===== config.mk =====
export PLATFORM = sky130hd
export DESIGN_NAME = pcom_combiner
export DESIGN_NICKNAME = d
export VERILOG_FILES = /design/src/pcom_sync3.v /design/src/pcom_combiner.v
export VERILOG_INCLUDE_DIRS = /design/src
export SDC_FILE = /design/constraint.sdc
export NUM_CORES = 1
export LEC_CHECK = 0
export BUFFER_PORTS_ARGS = -buffer_cell sky130_fd_sc_hd__buf_4
export CAP_MARGIN = 20
export CORE_MARGIN = 4
export CORE_UTILIZATION = 50
export CTS_CLUSTER_SIZE = 12
export DETAILED_ROUTE_END_ITERATION = 6
export HOLD_SLACK_MARGIN = 0.03
export PLACE_DENSITY = 0.75
export SLEW_MARGIN = 0
export SYNTH_ARGS = -nofsm -noshare
export SYNTH_HDL_FRONTEND = slang
export SYNTH_SLANG_ARGS = --single-unit

===== constraint.sdc =====
create_clock -name clk -period 0.97 [get_ports clk]
set_input_delay 0.097 -clock clk [delete_from_list [all_inputs] [get_ports clk]]
set_output_delay 0.097 -clock clk [all_outputs]
set_load 0.005 [all_outputs]

===== src/pcom_regs.vh =====
// Purpose: Constants for the port pin output combiner.
// Assumes: Included by the combiner and its synchroniser.
// Notes: Select codes pick which configuration register a write loads.
`ifndef PCOM_REGS_VH
`define PCOM_REGS_VH

// Configuration write select codes.
`define PCOM_SEL_W 4
`define PCOM_SEL_LATCH 4'h0
`define PCOM_SEL_DIR 4'h1
`define PCOM_SEL_OD 4'h2
`define PCOM_SEL_ANALOG 4'h3
`define PCOM_SEL_SER_OE 4'h4
`define PCOM_SEL_SER_LVL 4'h5
`define PCOM_SEL_SER_CHEN 4'h6
`define PCOM_SEL_TMR_OE 4'h7
`define PCOM_SEL_TMR_LVL 4'h8
`define PCOM_SEL_I2C_EN 4'h9
`define PCOM_SEL_CLK_EN 4'hA
`define PCOM_SEL_REDIR 4'hB

// Per-bit reset values.
`define PCOM_LATCH_RST 1'b0
`define PCOM_DIR_RST 1'b1
`define PCOM_OD_RST 1'b0
`define PCOM_ANALOG_RST 1'b0
`define PCOM_SER_OE_RST 1'b0
`define PCOM_SER_LVL_RST 1'b1
`define PCOM_SER_CHEN_RST 1'b0
`define PCOM_TMR_OE_RST 1'b0
`define PCOM_TMR_LVL_RST 1'b0
`define PCOM_I2C_EN_RST 1'b0
`define PCOM_CLK_EN_RST 1'b0
`define PCOM_REDIR_RST 1'b0

// Field meanings.
`define PCOM_DIR_INPUT 1'b1
`define PCOM_OD_OPEN 1'b1
`define PCOM_SER_ABSENT 1'b1
`define PCOM_NS_ABSENT 1'b0
`define PCOM_OD_ABSENT 1'b0

`endif


===== src/pcom_sync3.v =====
// Purpose: Three-stage synchroniser for one pin input.
// Assumes: The pin is asynchronous to clk.
// Notes: The output changes only when stages two and three agree.
`timescale 1ns/10ps
`include "pcom_regs.vh"

module pcom_sync3 (
  // Clock and reset.
  input wire clk,
  input wire resetn,
  // Raw pin level and its filtered copy.
  input wire async_in,
  output reg sync_out
);

  reg stage1; // First stage, read only by stage two.
  reg stage2; // Second stage.
  reg stage3; // Third stage.

  // Shift the pin through three flops and accept a level once it is
  // seen twice in a row, so one metastable sample cannot flip the output.
  always @(posedge clk) begin
    if (!resetn) begin
      stage1 <= 1'b0;
      stage2 <= 1'b0;
      stage3 <= 1'b0;
      sync_out <= 1'b0;
    end else begin
      stage1 <= async_in;
      stage2 <= stage1;
      stage3 <= stage2;
      if (stage2 == stage3) begin
        sync_out <= stage3;
      end
    end
  end

endmodule // pcom_sync3


===== src/pcom_combiner.v =====
// Purpose: Output combiner for a group of shared digital port pins.
// Assumes: Software loads configuration through cfg_we and cfg_sel.
// Notes: Pin output is (latch AND serial) OR non-serial alternates.
// Operation
// - Reset leaves every pin input, buffer off.
// - Open-drain select bit one gives open-drain.
// - Open-drain high output leaves pin undriven.
// - Port latch ANDed with serial output.
// - AND result ORed with non-serial alternates.
// - No open-drain select means push-pull.
// - Missing serial function feeds one to AND.
// - Missing non-serial function feeds zero to OR.
// - Reset puts alternate controls in idle state.
// - Redirection moves timer output to another pin.
`timescale 1ns/10ps
`include "pcom_regs.vh"

module pcom_combiner #(
  parameter N = 8, // Number of pins in the group.
  parameter [N-1:0] HAS_OD = {N{1'b1}}, // Pins with open-drain select.
  parameter [N-1:0] HAS_SER = {N{1'b1}}, // Pins with a serial output.
  parameter [N-1:0] HAS_TMR = {N{1'b1}}, // Pins with a timer output.
  parameter [N-1:0] HAS_I2C = {N{1'b0}}, // Pins with an I2C output.
  parameter [N-1:0] HAS_CLK = {N{1'b0}}, // Pins with a clock output.
  parameter REDIR_SHIFT = 4 // Pin offset a redirected timer moves by.
) (
  // Clock and reset.
  input wire clk,
  input wire resetn,
  // Configuration write port.
  input wire cfg_we,
  input wire [`PCOM_SEL_W-1:0] cfg_sel,
  input wire [N-1:0] cfg_wdata,
  // Live outputs of the alternate functions, one bit per pin.
  input wire [N-1:0] serial_live,
  input wire [N-1:0] timer_live,
  input wire [N-1:0] i2c_live,
  input wire [N-1:0] clock_buzzer_live,
  // Pin pads.
  input wire [N-1:0] pin_i,
  output reg [N-1:0] pin_o,
  output reg [N-1:0] pin_oe,
  // Port read value and configuration readback.
  output reg [N-1:0] port_read,
  output reg [N-1:0] pin_direction_reg,
  output reg [N-1:0] open_drain_select_reg
);

  reg [N-1:0] out_latch; // Port output latch.
  reg [N-1:0] analog_digital_select; // One marks analog use.
  reg [N-1:0] serial_out_enable_reg; // Serial output enable per pin.
  reg [N-1:0] serial_out_level_reg; // Serial idle level per pin.
  reg [N-1:0] channel_enable_status_reg; // Serial channel running.
  reg [N-1:0] timer_out_enable_reg; // Timer output enable.
  reg [N-1:0] timer_out_level_reg; // Timer idle level.
  reg [N-1:0] i2c_operation_enable; // I2C unit running.
  reg [N-1:0] clock_out_enable_bit; // Clock/buzzer output enable.
  reg [N-1:0] peripheral_redirect_reg; // Timer redirection per channel.
  wire [N-1:0] pin_sync; // Synchronised pin levels.
  reg [N-1:0] ser_src; // Serial input to the AND stage.
  reg [N-1:0] tmr_pin; // Timer value after redirection.
  reg [N-1:0] ns_src; // Non-serial input to the OR stage.
  reg [N-1:0] od_ctl; // Effective open-drain control.
  reg [N-1:0] value; // Combined pin value.
  reg [N-1:0] next_pin_o; // Next pad output level.
  reg [N-1:0] next_pin_oe; // Next pad output enable.
  reg [N-1:0] next_port_read; // Next port read value.
  integer i; // Loop index of the pad process only.
  integer j; // Pin that the current timer channel lands on when redirected.
  integer r; // Loop index of the redirection process only.
  integer c; // Loop index of the combining process only.

  // Each pad passes a three-stage synchroniser before it is read.
  genvar g;
  generate
    for (g = 0; g < N; g = g + 1) begin : gen_sync
      pcom_sync3 u_sync (
        .clk(clk),
        .resetn(resetn),
        .async_in(pin_i[g]),
        .sync_out(pin_sync[g])
      );
    end
  endgenerate

  // Configuration registers. Reset leaves pins as inputs and every
  // alternate control in its unused idle state.
  always @(posedge clk) begin
    if (!resetn) begin
      out_latch <= {N{`PCOM_LATCH_RST}};
      pin_direction_reg <= {N{`PCOM_DIR_RST}};
      open_drain_select_reg <= {N{`PCOM_OD_RST}};
      analog_digital_select <= {N{`PCOM_ANALOG_RST}};
      serial_out_enable_reg <= {N{`PCOM_SER_OE_RST}};
      serial_out_level_reg <= {N{`PCOM_SER_LVL_RST}};
      channel_enable_status_reg <= {N{`PCOM_SER_CHEN_RST}};
      timer_out_enable_reg <= {N{`PCOM_TMR_OE_RST}};
      timer_out_level_reg <= {N{`PCOM_TMR_LVL_RST}};
      i2c_operation_enable <= {N{`PCOM_I2C_EN_RST}};
      clock_out_enable_bit <= {N{`PCOM_CLK_EN_RST}};
      peripheral_redirect_reg <= {N{`PCOM_REDIR_RST}};
    end else if (cfg_we) begin
      case (cfg_sel)
        `PCOM_SEL_LATCH: begin
          out_latch <= cfg_wdata;
        end
        `PCOM_SEL_DIR: begin
          pin_direction_reg <= cfg_wdata;
        end
        `PCOM_SEL_OD: begin
          // Bits of pins without an open-drain stage stay cleared.
          open_drain_select_reg <= cfg_wdata & HAS_OD;
        end
        `PCOM_SEL_ANALOG: begin
          analog_digital_select <= cfg_wdata;
        end
        `PCOM_SEL_SER_OE: begin
          serial_out_enable_reg <= cfg_wdata;
        end
        `PCOM_SEL_SER_LVL: begin
          serial_out_level_reg <= cfg_wdata;
        end
        `PCOM_SEL_SER_CHEN: begin
          channel_enable_status_reg <= cfg_wdata;
        end
        `PCOM_SEL_TMR_OE: begin
          timer_out_enable_reg <= cfg_wdata;
        end
        `PCOM_SEL_TMR_LVL: begin
          timer_out_level_reg <= cfg_wdata;
        end
        `PCOM_SEL_I2C_EN: begin
          i2c_operation_enable <= cfg_wdata;
        end
        `PCOM_SEL_CLK_EN: begin
          clock_out_enable_bit <= cfg_wdata;
        end
        `PCOM_SEL_REDIR: begin
          peripheral_redirect_reg <= cfg_wdata;
        end
        default: begin
          // Unknown selects are ignored so a stray write is harmless.
          out_latch <= out_latch;
        end
      endcase
    end
  end

  // Timer redirection: channel i leaves pin i and appears on pin
  // (i + REDIR_SHIFT) mod N, freeing pin i for other use.
  // Each process owns its own loop index, so no variable has two drivers.
  always @* begin
    tmr_pin = {N{1'b0}};
    j = 0;
    for (r = 0; r < N; r = r + 1) begin
      j = (r + REDIR_SHIFT) % N;
      if (peripheral_redirect_reg[r]) begin
        tmr_pin[j] = tmr_pin[j] | (timer_out_enable_reg[r] ?
          timer_live[r] : timer_out_level_reg[r]);
      end else begin
        tmr_pin[r] = tmr_pin[r] | (timer_out_enable_reg[r] ?
          timer_live[r] : timer_out_level_reg[r]);
      end
    end
  end

  // Source selection and the AND/OR combining stage. A disabled serial
  // output shows its level bit; disabled I2C and clock outputs show
  // low. Absent functions take the neutral value of their gate.
  always @*  begin
    // Whole-vector defaults first, so no bit can hold a latch.
    ser_src = {N{1'b0}};
    ns_src = {N{1'b0}};
    od_ctl = {N{1'b0}};
    for (c = 0; c < N; c = c + 1) begin
      if (HAS_SER[c]) begin
        ser_src[c] = (channel_enable_status_reg[c] &
          serial_out_enable_reg[c]) ? serial_live[c] :
          serial_out_level_reg[c];
      end else begin
        ser_src[c] = `PCOM_SER_ABSENT;
      end
      ns_src[c] = `PCOM_NS_ABSENT;
      if (HAS_TMR[c]) begin
        ns_src[c] = ns_src[c] | tmr_pin[c];
      end
      if (HAS_I2C[c]) begin
        ns_src[c] = ns_src[c] | (i2c_operation_enable[c] & i2c_live[c]);
      end
      if (HAS_CLK[c]) begin
        ns_src[c] = ns_src[c] |
          (clock_out_enable_bit[c] & clock_buzzer_live[c]);
      end
      od_ctl[c] = HAS_OD[c] ? open_drain_select_reg[c] :
        `PCOM_OD_ABSENT;
    end
    value = (out_latch & ser_src) | ns_src;
  end

  // Pad drive and read value. An open-drain pin only pulls low and
  // releases the line for a high value; an analog pin is never driven.
  // The read value follows the latch in output mode and the pin in
  // input mode; analog pins read as zero.
  always @* begin
    next_pin_o = {N{1'b0}};
    next_pin_oe = {N{1'b0}};
    next_port_read = {N{1'b0}};
    for (i = 0; i < N; i = i + 1) begin
      if (od_ctl[i] == `PCOM_OD_OPEN) begin
        next_pin_o[i] = 1'b0;
        next_pin_oe[i] = (pin_direction_reg[i] != `PCOM_DIR_INPUT) &
          ~analog_digital_select[i] & ~value[i];
      end else begin
        next_pin_o[i] = value[i];
        next_pin_oe[i] = (pin_direction_reg[i] != `PCOM_DIR_INPUT) &
          ~analog_digital_select[i];
      end
      if (analog_digital_select[i]) begin
        next_port_read[i] = 1'b0;
      end else if (pin_direction_reg[i] == `PCOM_DIR_INPUT) begin
        next_port_read[i] = pin_sync[i];
      end else begin
        next_port_read[i] = out_latch[i];
      end
    end
  end

  // Registered pad outputs. The one-cycle delay keeps glitches from
  // the combining gates off the pins.
  always @(posedge clk) begin
    if (!resetn) begin
      pin_o <= {N{1'b0}};
      pin_oe <= {N{1'b0}};
      port_read <= {N{1'b0}};
    end else begin
      pin_o <= next_pin_o;
      pin_oe <= next_pin_oe;
      port_read <= next_port_read;
    end
  end

endmodule // pcom_combiner


=== Word level (Yosys, flattened, before mapping) ===
Index checks and enable logic that the tools add are counted.
Widths: inputs -> output; s select.

* Flip-flop bits (word level): 136
* Bits of input ports: 55
* Output and inout bits: 40
* Word-level logic and storage cells: 210

* Eq/ne operators: 17
* Multiplexer cells: 48
* Bitwise operators: 59
* Reduce and logical (&&, ||, !) cells: 27

{| class="wikitable"
|+ Operator list
! operator !! number
|-
| $mux 1 || 48
|-
| $reduce_or 2->1 || 16
|-
| $not 1->1 || 25
|-
| $and 1x1->1 || 24
|-
| $reduce_and 2->1 || 10
|-
| $eq 4x3->1 const B || 4
|-
| $and 8x8->8 || 1
|-
| $eq 1x1->1 || 8
|-
| $eq 4x2->1 const B || 2
|-
| $eq 4x4->1 const B || 2
|-
| $or 1x1->1 || 8
|-
| $or 8x8->8 || 1
|-
| $eq 4x1->1 const B || 1
|-
| $logic_not 4->1 || 1
|}

=== Logic depth before layout (Yosys ltp) ===
* Depth in word-level cells: 8
* Mapped depth: 5
* Gate-level depth less buffers: 3

=== By module ===
From an unflattened synthesis, not the netlist that was laid out.

* Cells, all modules: 600
* Area, all modules: 5519.0 um2

{| class="wikitable"
|+ Modules (own cells, without submodules)
! module !! instances !! cells each !! area each (um2) !! seq. area each (um2)
|-
| pcom_combiner || 1 || 520 || 4588.2 || 2082.0
|-
| pcom_sync3 || 8 || 10 || 116.4 || 80.1
|}

=== Worst setup path before layout ===
OpenSTA, ideal clock, no wires.

* Path kind: register to register
* Start: reg timer_out_enable_reg[7]
* End: reg pin_o[7]
* Library setup time: 0.122 ns
* Data arrival time: 0.895 ns
* Data required time: 0.848 ns
* Path slack: -0.046 ns
* Stages on the path, launching flop included: 4
* Buffers on the path: 0
* Clock period less this slack: 1.016 ns
* Cell sequence: dfxtp_1 mux2_2 a2bb2oi_1 a21oi_1

* Longest elaborated chain between the ends: 4

{| class="wikitable"
|+ RTL lines
! element !! RTL line !! source
|-
| start: declaration || pcom_combiner.v:54 || <nowiki>reg [N-1:0] timer_out_enable_reg;</nowiki>
|-
| start signal: assignment || pcom_combiner.v:97 || <nowiki>timer_out_enable_reg <= {N{`PCOM_TMR_OE_RST}};</nowiki>
|-
| start signal: assignment || pcom_combiner.v:127 || <nowiki>timer_out_enable_reg <= cfg_wdata;</nowiki>
|-
| $mux 1 || pcom_combiner.v:161 || <nowiki>tmr_pin[r] = tmr_pin[r] | (timer_out_enable_reg[r] ?</nowiki>
|-
| $or 1x1->1 || pcom_combiner.v:161 ||
|-
| $mux 1 || pcom_combiner.v:157 || <nowiki>if (peripheral_redirect_reg[r]) begin</nowiki>
|-
| $or 8x8->8 || pcom_combiner.v:197 || <nowiki>value = (out_latch & ser_src) | ns_src;</nowiki>
|-
| end signal: assignment || pcom_combiner.v:232 || <nowiki>pin_o <= {N{1'b0}};</nowiki>
|-
| end signal: assignment || pcom_combiner.v:236 || <nowiki>pin_o <= next_pin_o;</nowiki>
|-
| end: declaration || pcom_combiner.v:41 || <nowiki>output reg [N-1:0] pin_o,</nowiki>
|}

No other way between the ends.
A chain may end at the register's enable or synchronous reset.

=== Worst setup path in the final report ===
* Start: reg pin_direction_reg[2]
* End: out pin_direction_reg[2]

{| class="wikitable"
|+ RTL lines
! element !! RTL line !! source
|-
| start: declaration || pcom_combiner.v:45 || <nowiki>output reg [N-1:0] pin_direction_reg,</nowiki>
|-
| start signal: assignment || pcom_combiner.v:91 || <nowiki>pin_direction_reg <= {N{`PCOM_DIR_RST}};</nowiki>
|-
| start signal: assignment || pcom_combiner.v:108 || <nowiki>pin_direction_reg <= cfg_wdata;</nowiki>
|}

No word-level cell between the ends.

==> qor.csv <==
stage,metric,value,unit
timing,setup_slack,-0.197,ns
timing,post-route-period-util,1.20,
timing,skew,0.00796,ns
timing,timing.max_slew.rel_slack,0.739,
detailed_routing,remaining_drc_errors,0,
yosys,synth_top_family_by_area,compound AO/OA/AOI/OAI gates,
timing,finalHoldViolations,0,
status,failed_checks,setup timing,
yosys,synth_xor_area_frac,0,
detailed_routing,met1_length,6610,um
cells_and_area,final_layout_size_suffix_gt1_frac,0.320,
global_routing,grt_usage,0.254,
timing,worst_margin_pin_slew,0.392,ns
floorplan,initial_utilization,0.509,
worst_setup_path,cp_data_required_time,0.87,ns
cells_and_area,most_frequent_cells_in_the_layout,"nand3_1, dfxtp_1, buf_4, a21boi_1, o21ai_0",
status,outcome,"complete, but fails checks",
hold_path,hold_start,timer_live[0],
cts,clock_insertion_delay_worst_skew,0.54,ns
floorplan,fp-row-count,38,
worst_setup_path,cp_data_arrival_time,1.07,ns
cts,worst_setup_hold_path_clk_slew,0.06,ns
run,drv_cap,0,
detailed_routing,drt_pre_antenna_iters,5,
cts,numClockSinks,136,
timing,final.min_clock_period,1.17,ns
yosys,synth_area_per_cell,9.10,um^2
yosys,synth_simple_gate_area_frac,0.175,
cells_and_area,fin_nets,785,
floorplan,die_height,113,um
timing,setup_viol_count_final,56,
timing,unrepaired_setup_endpoints_after_global_routing,true,
floorplan,die_area,12700,um^2
worst_setup_path,critical_path.reg2reg.startpoint,timer_out_enable_reg[2]$_SDFFE_PN0P_,
detailed_routing,wire_per_inst,18.0,um
detailed_routing,wl_met2,7860,um
cells_and_area,n_diodes,0,
global_routing,grt_max_degree,40,
timing,achievable-frequency,857,MHz
floorplan,die_width,113,um
cells_and_area,instances_no_fill,883,
global_routing,grt_first_pass_wirelength,25800,um
yosys,post_synth_mux_area_share,0.0300,
pwr,vdd.ir_drop.worst,1.19,mV
placed_design,port_buffers,78,
detailed_routing,top_layer_reached_by_signal_wires,met4,
cells_and_area,layout.cells.most_common,nand3_1,
detailed_routing,ant_nets,0,
global_routing,grt_pass1_vias,5096,
floorplan,ioPinCount,95,
placed_design,numPlacedInstances,808,
yosys,sequential_share_of_the_synthesized_area,0.495,
cts,tritoncts_buffers,17,
yosys,share_of_the_synthesized_area_in_compound_gates_ao_oa_aoi_oai,0.242,
cts,clock-root-buffer,clkbuf_8,
detailed_routing,dr_wl_met3,950,um
timing,finalMaxSlewViolations,0,
worst_setup_path,critical_path.max_fanout,2,
worst_setup_path,endpoint_kind,output pin,
placed_design,globalplace.congestion,0.850,
yosys,synthAdderAreaFrac,0,
floorplan,core,10800,um^2
yosys,synthesis.area,5500,um^2
yosys,synth-warning-count,0,
yosys,synth_cell_type_count,28,
pwr,sum_of_internal_switching_and_leakage_power,13.5,mW
cells_and_area,area_growth_syn_to_layout,43.0,%
global_routing,grt.overflow.total,0,
worst_setup_path,cp-start-kind,flop,
pwr,power.density,1710,nW/um^2
cts,clock_tree.htree_level_count,4,
yosys,synth.net_count,659,
yosys,synth.ff_latch_count,136,
worst_setup_path,startpoint,pin_direction_reg[2]$_SDFFE_PN1P_,
cts,clock_tree.buffer_depth,2,
yosys,synthesis.instances,604,
detailed_routing,detailroute.via_count,5152,
detailed_routing,drt_first_iter_violations,391,
hold_path,min-delay-path-class,primary input to flop,
detailed_routing,drt-vias-per-instance,5.83,
placed_design,hpwlAfterDp,10000,um
detailed_routing,route.final.wire_length,15900,um
pwr,leakage_power_figure,3.04,nW
global_routing,grt_antenna_before_repair,0,
cts,cts_tree,done,
worst_setup_path,timing_worst_setup_path_type,flop to output pin,
[worst paths after layout]
path	endpoint	slack, ns	cells after the start
worst max register to register	pin_oe[6]$_SDFF_PN0_	-0.13	4
worst max-delay path	pin_direction_reg[2]	-0.20	2
worst min register to register	gen_sync[3].u_sync.stage2$_SDFF_PN0_	0.43	1
worst min-delay path	pin_o[0]$_SDFF_PP0_	0.04	4
[routing by layer]
layer,up-vias,track usage
met5,-,0
met2,196,0.415
met4,0,0.0994
met3,32,0.0706
met1,2516,0.320
li1,2408,-
[power by group]
part	switching, mW	internal [mW]
Sequential	0.0610	5.67
Combinational	0.533	0.531
Clock	2.39	4.27
[critical path: stages, from the launching register on]
cell and delay (ns):
dfxtp_2 0.32, buf_6 0.11, buf_6 0.10
[cell families (layout without fill, tap and decap cells)]
group,Yosys count,count (layout)
and+or+nand+nor,174,174
muxes,16,16
DFF,136,136
AOI/OAI and AO/OA,208,208
buffers and inverters,70,209
[repair_timing]
item | CTS | global route
gates cloned | 0 | 0
endpoints found under the hold margin | 94 | 0
endpoints found under the setup margin | 56 | 73
buffers inserted | 13 | 7
hold buffers | 24 | 0
pin swaps | 13 | 4
gates resized for setup | 83 | 29
[cell usage after synthesis]
library cell,count,area (um^2)
dfxtp_1,136,2720
nand3_1,96,480
a21boi_1,64,480
o21ai_0,62,310
o21ai_1,34,170
clkbuf_1,26,97.6
and2_1,25,156
buf_2,25,125
nand2_1,17,63.8
a21boi_0,16,120
inv_1,16,60.1
nor3b_1,16,120
mux2i_1,12,120
a21oi_1,8,40.0
a2bb2oi_1,8,70.1
and3_1,8,50.1
o211a_1,8,80.1
o211ai_1,8,60.1
mux2_2,4,45.0
buf_6,3,33.8
and3b_1,2,17.5
nand2b_1,2,12.5
nand3b_1,2,15.0
nor2b_1,2,12.5
nor2_1,1,3.75
nor3b_2,1,12.5
or2_1,1,6.26
or3b_4,1,11.3
[per-stage QoR]
stage | util | setup TNS [ns] | cell area (um^2) | setup WS [ns] | hold WS (ns)
floorplan | - | -0.0834 | 5560 | -0.0104 | 0.224
global route | 0.728 | -7.40 | 7860 | -0.234 | 0.0337
finish | 0.728 | -5.22 | 7860 | -0.197 | 0.0351
detailed placement | 0.602 | -14.69 | 6490 | -0.258 | 0.311
CTS | 0.716 | -6.15 | 7720 | -0.211 | 0.0353
global placement | 0.602 | -11.63 | 6490 | -0.214 | 0.306
[area by class of cell]
cell class,instances,area (um^2)
clock inverters,9,138
repair buffers,161,1540
clock buffers,23,487
well taps,140,175
multi-input cells,398,2670
flip-flops and latches,136,2800
fillers,742,2930
inverters,16,60.1
(Power assumes the default switching activity.)
